**config.mk**
```make
export PLATFORM = sky130hd
export DESIGN_NAME = acsc_conv_ctrl
export DESIGN_NICKNAME = d
export VERILOG_FILES = /design/src/design/acsc_pkg.sv /design/src/design/acsc_strobe_sync.sv /design/src/design/acsc_conv_ctrl.sv
export SDC_FILE = /design/constraint.sdc
export NUM_CORES = 1
export LEC_CHECK = 0
export ABC_AREA = 0
export BUFFER_PORTS_ARGS = -buffer_cell sky130_fd_sc_hd__buf_2
export CAP_MARGIN = 25
export CORE_ASPECT_RATIO = 0.9
export CORE_MARGIN = 8
export CORE_UTILIZATION = 46
export DETAILED_ROUTE_END_ITERATION = 16
export PLACE_DENSITY = 0.83
export SYNTH_ARGS = -nofsm -noshare
export SYNTH_HDL_FRONTEND = slang
export SYNTH_SLANG_ARGS = --single-unit
export TNS_END_PERCENT = 20
```
**constraint.sdc**
```tcl
create_clock -name clk -period 2.1 [get_ports clk]
set_clock_uncertainty 0.05 [all_clocks]
set_input_delay 0.315 -clock clk [delete_from_list [all_inputs] [get_ports clk]]
set_output_delay 0.315 -clock clk [all_outputs]
set_load 0.005 [all_outputs]
```
**src/design/acsc_pkg.sv**
```systemverilog
// Purpose: shared constants and types for the conversion start control
// Assumes: 20 MHz system clock, 10-bit converter result
// Notes:   control bit positions follow the converter control byte
package acsc_pkg;

    // ------------------------------------------------------------
    // control byte layout
    // ------------------------------------------------------------
    localparam int unsigned BUSY_BIT    = 4;
    localparam int unsigned TRIG_MSB    = 3;
    localparam int unsigned TRIG_LSB    = 2;
    localparam int unsigned WINDOW_BIT  = 1;
    localparam int unsigned JUSTIFY_BIT = 0;
    localparam int unsigned RESULT_W    = 10;
    localparam int unsigned CONV_CYCLES = 16;

    // ------------------------------------------------------------
    // trigger select codes
    // ------------------------------------------------------------
    localparam logic [1:0] TRIG_SOFT   = 2'h0;
    localparam logic [1:0] TRIG_TIMER3 = 2'h1;
    localparam logic [1:0] TRIG_STROBE = 2'h2;
    localparam logic [1:0] TRIG_TIMER2 = 2'h3;

    // ------------------------------------------------------------
    // reset values
    // ------------------------------------------------------------
    localparam logic       RST_BIT  = 1'h0;
    localparam logic [7:0] RST_BYTE = 8'h00;

    // software write to the control byte
    typedef struct packed {
        logic       busyWrite;   // strobe: write of the busy bit
        logic       busyData;
        logic       windowWrite; // strobe: write of the window flag
        logic       windowData;
        logic       doneClear;   // strobe: clear completion flag
    } acsc_sw_write_type;

    // result byte pair
    typedef struct packed {
        logic [7:0] high;
        logic [7:0] low;
    } acsc_result_type;

endpackage

```
**src/design/acsc_strobe_sync.sv**
```systemverilog
// Purpose: synchronise the external strobe pin and detect rising edges
// Assumes: pin is asynchronous to clk
// Notes:   first stage is read only by the second stage
`timescale 1ns/1ps
module acsc_strobe_sync
    import acsc_pkg::*;
(
    // clock and reset
    input  wire logic clk,
    input  wire logic reset,
    // pin and edge
    input  wire logic pinIn,
    output logic      risePulse
);

    logic stage1_ff;
    logic stage2_ff;
    logic prev_ff;

    // ------------------------------------------------------------
    // two-flop synchroniser and edge history
    // ------------------------------------------------------------
    always_ff @(posedge clk or posedge reset) begin
        if (reset) begin
            stage1_ff <= RST_BIT;
            stage2_ff <= RST_BIT;
            prev_ff   <= RST_BIT;
        end else begin
            stage1_ff <= pinIn;
            stage2_ff <= stage1_ff;
            prev_ff   <= stage2_ff;
        end
    end

    // rising edge seen after sync
    assign risePulse = stage2_ff & ~prev_ff;

endmodule // acsc_strobe_sync

```
**src/design/acsc_conv_ctrl.sv**
```systemverilog
// Purpose: start selection, busy tracking and result formatting
// Assumes: analog core reports result with a done pulse
// Notes:   window compare logic outside supplies a match pulse
`timescale 1ns/1ps

module acsc_conv_ctrl
    import acsc_pkg::*;
#(
    parameter int unsigned RES_W = RESULT_W
) (
    // clock and reset
    input  wire logic                     clk,
    input  wire logic                     reset,
    // software access
    input  wire acsc_pkg::acsc_sw_write_type swWrite,
    input  wire logic [1:0]               triggerSelect,
    input  wire logic                     justifySelect,
    input  wire logic                     irqEnable,
    // trigger sources
    input  wire logic                     timer3Overflow,
    input  wire logic                     timer2Overflow,
    input  wire logic                     externalConvertStrobe,
    // analog core
    input  wire logic                     coreDone,
    input  wire logic [RES_W-1:0]         coreResult,
    input  wire logic                     windowMatch,
    output logic                          coreStart,
    // status
    output logic [7:0]                    controlRead,
    output logic                          conversionBusyFlag,
    output logic                          windowMatchFlag,
    output logic                          completeFlag,
    output logic                          completeIrq,
    output acsc_pkg::acsc_result_type     result
);
    import acsc_pkg::*;

    // ------------------------------------------------------------
    // declarations
    // ------------------------------------------------------------
    typedef enum logic [1:0] {
        ST_IDLE = 2'h1,
        ST_CONV = 2'h2
    } acsc_state_type;

    acsc_state_type  state_ff;
    acsc_state_type  nxt_state;
    logic            busy_ff;
    logic            window_ff;
    logic            done_ff;
    logic            irq_ff;
    logic            start_ff;
    acsc_result_type result_ff;
    acsc_result_type nxt_result;
    logic            strobeRise;
    logic            startReq;

    // strobe pin synchroniser
    acsc_strobe_sync u_sync (
        .clk       (clk),
        .reset     (reset),
        .pinIn     (externalConvertStrobe),
        .risePulse (strobeRise)
    );

    // ------------------------------------------------------------
    // start source selection
    // ------------------------------------------------------------
    // a start while busy is dropped; core cannot restart mid-way
    always_comb begin
        case (triggerSelect)
            TRIG_SOFT:   startReq = swWrite.busyWrite
                                    & swWrite.busyData;
            TRIG_TIMER3: startReq = timer3Overflow;
            TRIG_STROBE: startReq = strobeRise;
            TRIG_TIMER2: startReq = timer2Overflow;
            default:     startReq = 1'h0;
        endcase
    end

    // ------------------------------------------------------------
    // conversion state machine
    // ------------------------------------------------------------
    always_comb begin
        nxt_state = state_ff;
        case (state_ff)
            ST_IDLE: begin
                if (startReq) begin
                    nxt_state = ST_CONV;
                end
            end
            ST_CONV: begin
                if (coreDone) begin
                    nxt_state = ST_IDLE;
                end
            end
            default: nxt_state = ST_IDLE;
        endcase
    end

    always_ff @(posedge clk or posedge reset) begin
        if (reset) begin
            state_ff <= ST_IDLE;
        end else begin
            state_ff <= nxt_state;
        end
    end

    // busy follows the machine; zero from reset until a start
    always_ff @(posedge clk or posedge reset) begin
        if (reset) begin
            busy_ff  <= RST_BIT;
            start_ff <= RST_BIT;
        end else begin
            busy_ff  <= (nxt_state == ST_CONV);
            start_ff <= (state_ff == ST_IDLE) & startReq;
        end
    end

    // ------------------------------------------------------------
    // interrupt on busy falling edge
    // ------------------------------------------------------------
    always_ff @(posedge clk or posedge reset) begin
        if (reset) begin
            irq_ff <= RST_BIT;
        end else begin
            irq_ff <= busy_ff & (nxt_state != ST_CONV)
                      & irqEnable;
        end
    end

    // ------------------------------------------------------------
    // sticky flags: hardware set beats software clear
    // ------------------------------------------------------------
    always_ff @(posedge clk or posedge reset) begin
        if (reset) begin
            done_ff <= RST_BIT;
        end else if (state_ff == ST_CONV && coreDone) begin
            done_ff <= 1'h1;
        end else if (swWrite.doneClear) begin
            done_ff <= 1'h0;
        end
    end

    always_ff @(posedge clk or posedge reset) begin
        if (reset) begin
            window_ff <= RST_BIT;
        end else if (windowMatch) begin
            window_ff <= 1'h1;
        end else if (swWrite.windowWrite && !swWrite.windowData) begin
            window_ff <= 1'h0;
        end
    end

    // ------------------------------------------------------------
    // result justification
    // ------------------------------------------------------------
    always_comb begin
        logic [15:0] wide;
        wide = 16'h0000;
        if (justifySelect) begin
            wide[15 -: RES_W] = coreResult;
        end else begin
            wide[RES_W-1:0] = coreResult;
        end
        nxt_result.high = wide[15:8];
        nxt_result.low  = wide[7:0];
    end

    // result captured on done, which also ends busy
    always_ff @(posedge clk or posedge reset) begin
        if (reset) begin
            result_ff <= {RST_BYTE, RST_BYTE};
        end else if (state_ff == ST_CONV && coreDone) begin
            result_ff <= nxt_result;
        end
    end

    // ------------------------------------------------------------
    // control readback register
    // ------------------------------------------------------------
    // readback tracks the flag's next value, so a clear shows at once
    logic nxt_window;
    assign nxt_window = windowMatch
                        | (window_ff & ~(swWrite.windowWrite
                                         & ~swWrite.windowData));

    logic [7:0] ctrl_ff;
    always_ff @(posedge clk or posedge reset) begin
        if (reset) begin
            ctrl_ff <= RST_BYTE;
        end else begin
            ctrl_ff <= RST_BYTE;
            ctrl_ff[BUSY_BIT]           <= (nxt_state == ST_CONV);
            ctrl_ff[TRIG_MSB:TRIG_LSB]  <= triggerSelect;
            ctrl_ff[WINDOW_BIT]         <= nxt_window;
            ctrl_ff[JUSTIFY_BIT]        <= justifySelect;
        end
    end

    // ------------------------------------------------------------
    // outputs
    // ------------------------------------------------------------
    assign controlRead        = ctrl_ff;
    assign conversionBusyFlag = busy_ff;
    assign windowMatchFlag    = window_ff;
    assign completeFlag       = done_ff;
    assign completeIrq        = irq_ff;
    assign coreStart          = start_ff;
    assign result             = result_ff;

endmodule // acsc_conv_ctrl

```
==> impl_results.md, run 1 <==
* H-tree depth at 2
* Die Wd at just over 70 um
* Worst setup path category: flip-flop to flip-flop
* Max Cap Viol at 0
* Crit path launch type: flip-flop
* Hpwl dp at 2110 um
* Final hold violations at 0
* Period utilization at between 70 and 80%
* Largest family of logic cells by synthesized area: compound AO/OA/AOI/OAI gates
* GPL Wtd Cong at 0.690
* Synth Register Bits at 30
* Xor/xnor cell area share of the yosys netlist at 0%
* Drt initial violations at 31
* PortBufs at 51
* Pwr dens at 1110 nW/um^2
* Core box area at 2660 sq um
* Clk Latency, worst-skew pair at between 0.3 and 0.4 ns
* Crit path capture type: flip-flop
* Clock buffer depth at 2
* Commonest non-fill, non-tap cells in the layout: buf_2, dfrtp_1, nand2_1
* Initial DRT Pass Iterations at 4
* Final setup margin at ~0.56 ns
* Netlist Area Pre-Place at between 1000 and 1500 sq um
* Synth top area share at approximately three fifths
* Worst hold path class: primary input to flip-flop
* Synth-to-Final Area Change at 28.9%
* Slew Viols, Final at 0
* Simple-gate portion of the synthesized area at between 10 and 15%
* Pre-CTS WS at roughly 0.48 ns
* Unrepaired setup endpoints after global routing: false
* Leakage power at between 0.8 and 0.9 nW
* Psw at 0.551 mW
* Worst endpoint required time at roughly 2.3 ns
* Initial antenna violation count at 0
* Wire per inst at ~13 um
* First-pass GRT wire length at approximately 4800 um
* Synth Area in Compound Gates at ~14%
* Post-synth EDFFs at 0
* Clock Sinks at 30
* Gate power share at roughly 30%
* Share of post-route cells with drive strength above 1 at 35.6%
* Routed WL at 2720 um
* Status: finished, final reports clean
* Total GRT Usage at around an eighth
* DR vias/cell at roughly 4.8
* Post-synthesis async set-or-reset flop share at 100%
* Max incr delay on CP at around 0.57 ns
* Min Tclk post-route at around 1.5 ns
* Die area at ~4600 sq um
* Register area share after synthesis at around three fifths
* Peak Freq at ~0.65 GHz
* Synth area leader: dfrtp_1
* Clock transition at path regs at 0.09 ns
* Reg power frac at between 40% and 50%
* Crit path DAT at around 1.8 ns
* Worst vdd ir at ~620 uV
* IO Pins at 55
* Cell Rows at 18
* Vias in the first global route at 1,060
* Layout Utilization at between 60 and 70%
* Die Y at around 65 um
* Hold Slack at between 0.04 and 0.05 ns
* TritonCTS Buffers at 5
* Sw Ratio at between 30% and 40%
* Synth warnings at 0
* Avg Inst Size Synth at 10.5 sq um
* Grt total ovfl at 0
* Int Power at about 1.2 mW
* Synth Flop Type: dfrtp_1
* Mapped Cells at 118
* Fin nets at ~200
* Synth Area in Adders at about 2.0%
* Antenna cell count at 0
* Final setup violation count at 0
* Residual DRC at 0
* Final TNS setup at 0 ns
* Unique masters post-synth at 24
* Post-CTS resize count at 0
* Critical path cell sequence: inv_1, ha_1, nor2b_1, o211ai_1, o2111a_1
* Crit-path max FO at 5
* Most common cell after layout, fill and taps aside: buf_2
* Overall power at between 1.5 and 2 mW
* Antenna Nets Post-Route at 0
* Post-synthesis mux area share at ~3.2%
* Largest net degree at the start of global routing at 34
* Initial Util at a little under half
* Clock root buffer: clkbuf_4
* Clock power share at about a quarter
* Top cells by area, synth: dfrtp_1, o21ai_0, nand2_1
* Crit path max-delay cell type: dfstp_2
* Vias at ~1,000
* TritonCTS clock tree: built
## path summary, 6_finish.rpt
path | slack [ns] | to | startpoint | depth (start not counted)
min in group asynchronous | 0.55 | completeFlag | reset | 4
min | 0.04 | u_sync.stage1_ff | externalConvertStrobe | 1
max | 0.56 | completeIrq | state_ff[0] | 5
max reg2reg | 0.56 | completeIrq | state_ff[0] | 5
max in group asynchronous | 1.14 | state_ff[0] | reset | 4
min reg2reg | 0.32 | u_sync.stage2_ff | u_sync.stage1_ff | 0
## stage by stage
stage | instance area (sq um) | cells
finish | 1600 | 204
global route | 1600 | 204
CTS | 1600 | 204
detailed placement | 1510 | 195
global placement | 1510 | 195
floorplan | 1250 | 120
## power by group through the flow
stage          clock network [mW]  logic, mW  registers [mW]
4_1_cts                     0.439      0.537           0.834
2_1_floorplan                   0      0.282           0.856
6_report                    0.422      0.521           0.831
3_5_place_dp                    0      0.532           0.846
5_1_grt                     0.466      0.606           0.852
3_3_place_gp                    0      0.507           0.834
## layout make-up
class                      instances  area (sq um)
tap                               30          37.5
timing repair buffer              54           280
multi-input combinational         76           425
fill                             245          1060
inverter                           6          22.5
clock buffer                       8          78.8
sequential                        30           752
## flip-flops by register name, indices dropped and copies added (netlist names)
register / count
u_sync.stage1_ff: 1
completeFlag: 1
coreStart: 1
windowMatchFlag: 1
u_sync.prev_ff: 1
state_ff: 2
result: 16
controlRead: 5
completeIrq: 1
u_sync.stage2_ff: 1
## Yosys cell counts, types with 2 or more instances
library cell and instances:
a21oi_1 2, dfrtp_1 29, mux2i_1 4, ha_1 2
inv_1 6, nand2b_1 8, nand2_1 24, a21o_1 2
o21ai_0 20, clkbuf_1 3, buf_4 4, nor2b_1 2
## kinds of logic (layout without fill, tap and decap cells)
group,count (synthesis),count (layout)
fa+ha+maj,2,2
compound gates,30,30
mux,4,4
other cells,1,3
buf+inv,14,68
flops,30,30
simple gates,37,37
## critical path, delay by kind of cell (launching register included)
kind / cells / cell delay (ns)
flops: 1 / 0.57
compound gates: 2 / 0.45
fa+ha+maj: 1 / 0.22
simple gates: 1 / 0.15
buf+inv: 1 / 0.05
## metal layers
| metal | global-route usage, % | share of wire [%] | vias up |
|---|---|---|---|
| li1 | - | - | 494 |
| met1 | 12.5 | 38 | 444 |
| met2 | 23.9 | 54 | 27 |
| met3 | 6.08 | 6.4 | 6 |
| met4 | 5.44 | 1.7 | 0 |
| met5 | 0 | 0 | - |
## repair_timing
item                                   4_1_cts  5_1_grt
endpoints found under the hold margin       15        0
setup buffers                                0        0
hold buffers                                 1        0
(Power assumes the default switching activity.)
==> inputs of run 2 (changes only) <==
Settings changed: CORE_UTILIZATION 46 to 41, PLACE_DENSITY 0.83 to 0.79.
Clock period 2.1 ns to 1.3 ns, I/O delays scaled along.
==> impl_results.md, run 2 (synthesis gave the netlist of run 1 again) <==
* Clock buffer depth at 2 (unchanged)
* Crit path DAT at 1.68 ns (was 1.76 ns)
* Clk Latency, worst-skew pair at 0.31 ns (was 0.32 ns)
* Worst Hold End: windowMatchFlag (was u_sync.stage1_ff)
* Reg power frac at 42.4% (was 46.8%)
* GPL Wtd Cong at 0.868 (was 0.690)
* Commonest non-fill, non-tap cells in the layout: buf_2, dfrtp_1, nand2_1 (unchanged)
* Unrepaired setup endpoints after global routing: true (was false)
* DR vias/cell at 4.73 (was 4.76)
* Crit-path max FO at 4 (was 5)
* Sw Ratio at 33.8% (was 31.1%)
* Leakage power at 0.957 nW (was 0.861 nW)
* Clock root buffer: clkbuf_4 (unchanged)
* Critical path cell sequence: or3b_4, a221o_1, o2111a_1 (was inv_1, ha_1, nor2b_1, o211ai_1, o2111a_1)
* Peak Freq at 0.658 GHz (was 0.649 GHz)
* Crit path capture type: flip-flop (unchanged)
* Worst setup path category: flip-flop to flip-flop (unchanged)
* Worst endpoint required time at 1.46 ns (was 2.32 ns)
* Register-to-Register Path Depth at 3 (was 5)
* Fin nets at 213 (was 201)
* Pre-CTS WS at -0.202 ns (was 0.485 ns)
* Max reg flops at 16 (unchanged)
* Crit path launch type: flip-flop (unchanged)
* Clock Sinks at 30 (unchanged)
* H-tree depth at 2 (unchanged)
* Cell Rows at 19 (was 18)
* Worst vdd ir at 772 uV (was 624 uV)
* PortBufs at 51 (unchanged)
* Initial DRT Pass Iterations at 3 (was 4)
* Launching point of the worst reg2reg path: u_sync.prev_ff (was state_ff[0])
* Period utilization at 117% (was 73.4%)
* Max Cap Viol at 0 (unchanged)
* Initial antenna violation count at 0 (unchanged)
* Drt initial violations at 83 (was 31)
* Psw at 1.11 mW (was 0.551 mW)
* Antenna Nets Post-Route at 0 (unchanged)
* Buf/Inv on CP at 0 (was 1)
* Hpwl dp at 2240 um (was 2110 um)
* Gate power share at 40.4% (was 29.4%)
* Die Wd at 73.9 um (was 70.7 um)
* Final setup violation count at 12 (was 0)
* Most common cell after layout, fill and taps aside: buf_2 (unchanged)
* Final setup margin at -0.219 ns (was 0.558 ns)
* Die area at 5040 sq um (was 4610 sq um)
* CP top delay family: compound AO/OA/AOI/OAI gates (was flip-flops)
* Worst hold start: windowMatch (was externalConvertStrobe)
* Hold path depth at 2 (was 1)
* Status: complete, but fails checks (was finished, final reports clean)
* First-pass GRT wire length at 5110 um (was 4760 um)
* Die Y at 68.1 um (was 65.2 um)
* Total GRT Usage at 13.5% (was 13.1%)
* Vias at 1,078 (was 971)
* Hold Slack at 0.0410 ns (was 0.0440 ns)
* Clock power share at 17.2% (was 23.8%)
* Dpl cells at 212 (was 195)
* Worst R2R Setup Slack at -0.22 ns (was 0.56 ns)
* Slew Viols, Final at 0 (unchanged)
* Critical R2R Capture: completeIrq (unchanged)
* Pwr dens at 1760 nW/um^2 (was 1110 nW/um^2)
* Share of post-route cells with drive strength above 1 at 48.4% (was 35.6%)
* Core box area at 2970 sq um (was 2660 sq um)
* Vias in the first global route at 1,135 (was 1,060)
* Crit path max-delay cell type: dfrtp_1 (was dfstp_2)
* Max incr delay on CP at 0.38 ns (was 0.57 ns)
* Residual DRC at 0 (unchanged)
* Non-filler cells, final at 228 (was 204)
* Largest net degree at the start of global routing at 19 (was 34)
* Wire per inst at 14.5 um (was 13.3 um)
* Violated checks: negative setup slack
* Antenna cell count at 0 (unchanged)
* Synth-to-Final Area Change at 50.5% (was 28.9%)
* Int Power at 2.17 mW (was 1.22 mW)
* IO Pins at 55 (unchanged)
* TritonCTS clock tree: built (unchanged)
* Initial Util at 41.7% (was 46.6%)
* Grt total ovfl at 0 (unchanged)
* Routed WL at 3310 um (was 2720 um)
* Overall power at 3.28 mW (was 1.77 mW)
* TritonCTS Buffers at 5 (unchanged)
* Min Tclk post-route at 1.52 ns (was 1.54 ns)
* Final hold violations at 0 (unchanged)
* Worst hold path class: primary input to flip-flop (unchanged)
* Layout Utilization at 62.7% (was 60.1%)
* Clock transition at path regs at 0.09 ns (about the same)
-- run 2: worst max-delay path by stage --
stage,start,to,slack [ns],cells past startpoint
finish,u_sync.prev_ff,completeIrq,-0.22,3
global route,u_sync.prev_ff,completeIrq,-0.26,3
CTS,u_sync.prev_ff,completeIrq,-0.22,3
detailed placement,u_sync.prev_ff,completeIrq,-0.20,3
global placement,u_sync.prev_ff,completeIrq,-0.16,3
floorplan,u_sync.prev_ff,completeIrq,-0.14,3
-- run 2: stage by stage --
stage	setup TNS (ns)	cell area [sq um]
global placement	-0.362	1610
detailed placement	-0.763	1610
floorplan	-0.415	1300
global route	-1.86	1860
finish	-0.696	1860
CTS	-0.786	1800
-- run 2: routing by layer --
metal | track usage [%] | share of wire [%] | vias to the layer above | wire length, um
met5 | 0 | 0 | - | 0
li1 | - | - | 521 | -
met1 | 14.3 | 40 | 523 | 1310
met4 | 5.97 | 1.2 | 0 | 39
met3 | 3.66 | 4.4 | 5 | 144
met2 | 24.7 | 55 | 29 | 1810
-- run 2: power by group through the flow --
stage / clock network (mW) / logic (mW) / registers (mW)
after floorplan: 0 / 0.561 / 1.40
after global placement: 0 / 1.01 / 1.35
after detailed placement: 0 / 1.08 / 1.38
after CTS: 0.592 / 1.24 / 1.36
after global routing: 0.638 / 1.46 / 1.43
final: 0.566 / 1.33 / 1.39
-- run 2: timing repair --
action / CTS / global route
hold endpoints to repair: 31 / 1
gates cloned: 3 / 0
setup buffers: 1 / 0
pin swaps: 2 / 2
endpoints found under the setup margin: 22 / 22
hold buffers: 3 / 1
resized for setup: 20 / 21
-- run 2: worst reg2reg max path, delay by kind of cell (launching register included) --
family	cells	cell delay [ns]
and+or+nand+nor	1	0.37
DFF	1	0.38
AOI/OAI and AO/OA	2	0.62
-- run 2: layout make-up --
cell class	instances	area (sq um)
clock inverter	1	5.00
clock buffer	7	55.1
multi-input combinational	76	527
inverter	6	22.5
tap	42	52.6
sequential	30	752
timing repair buffer	66	450
fill	253	1110
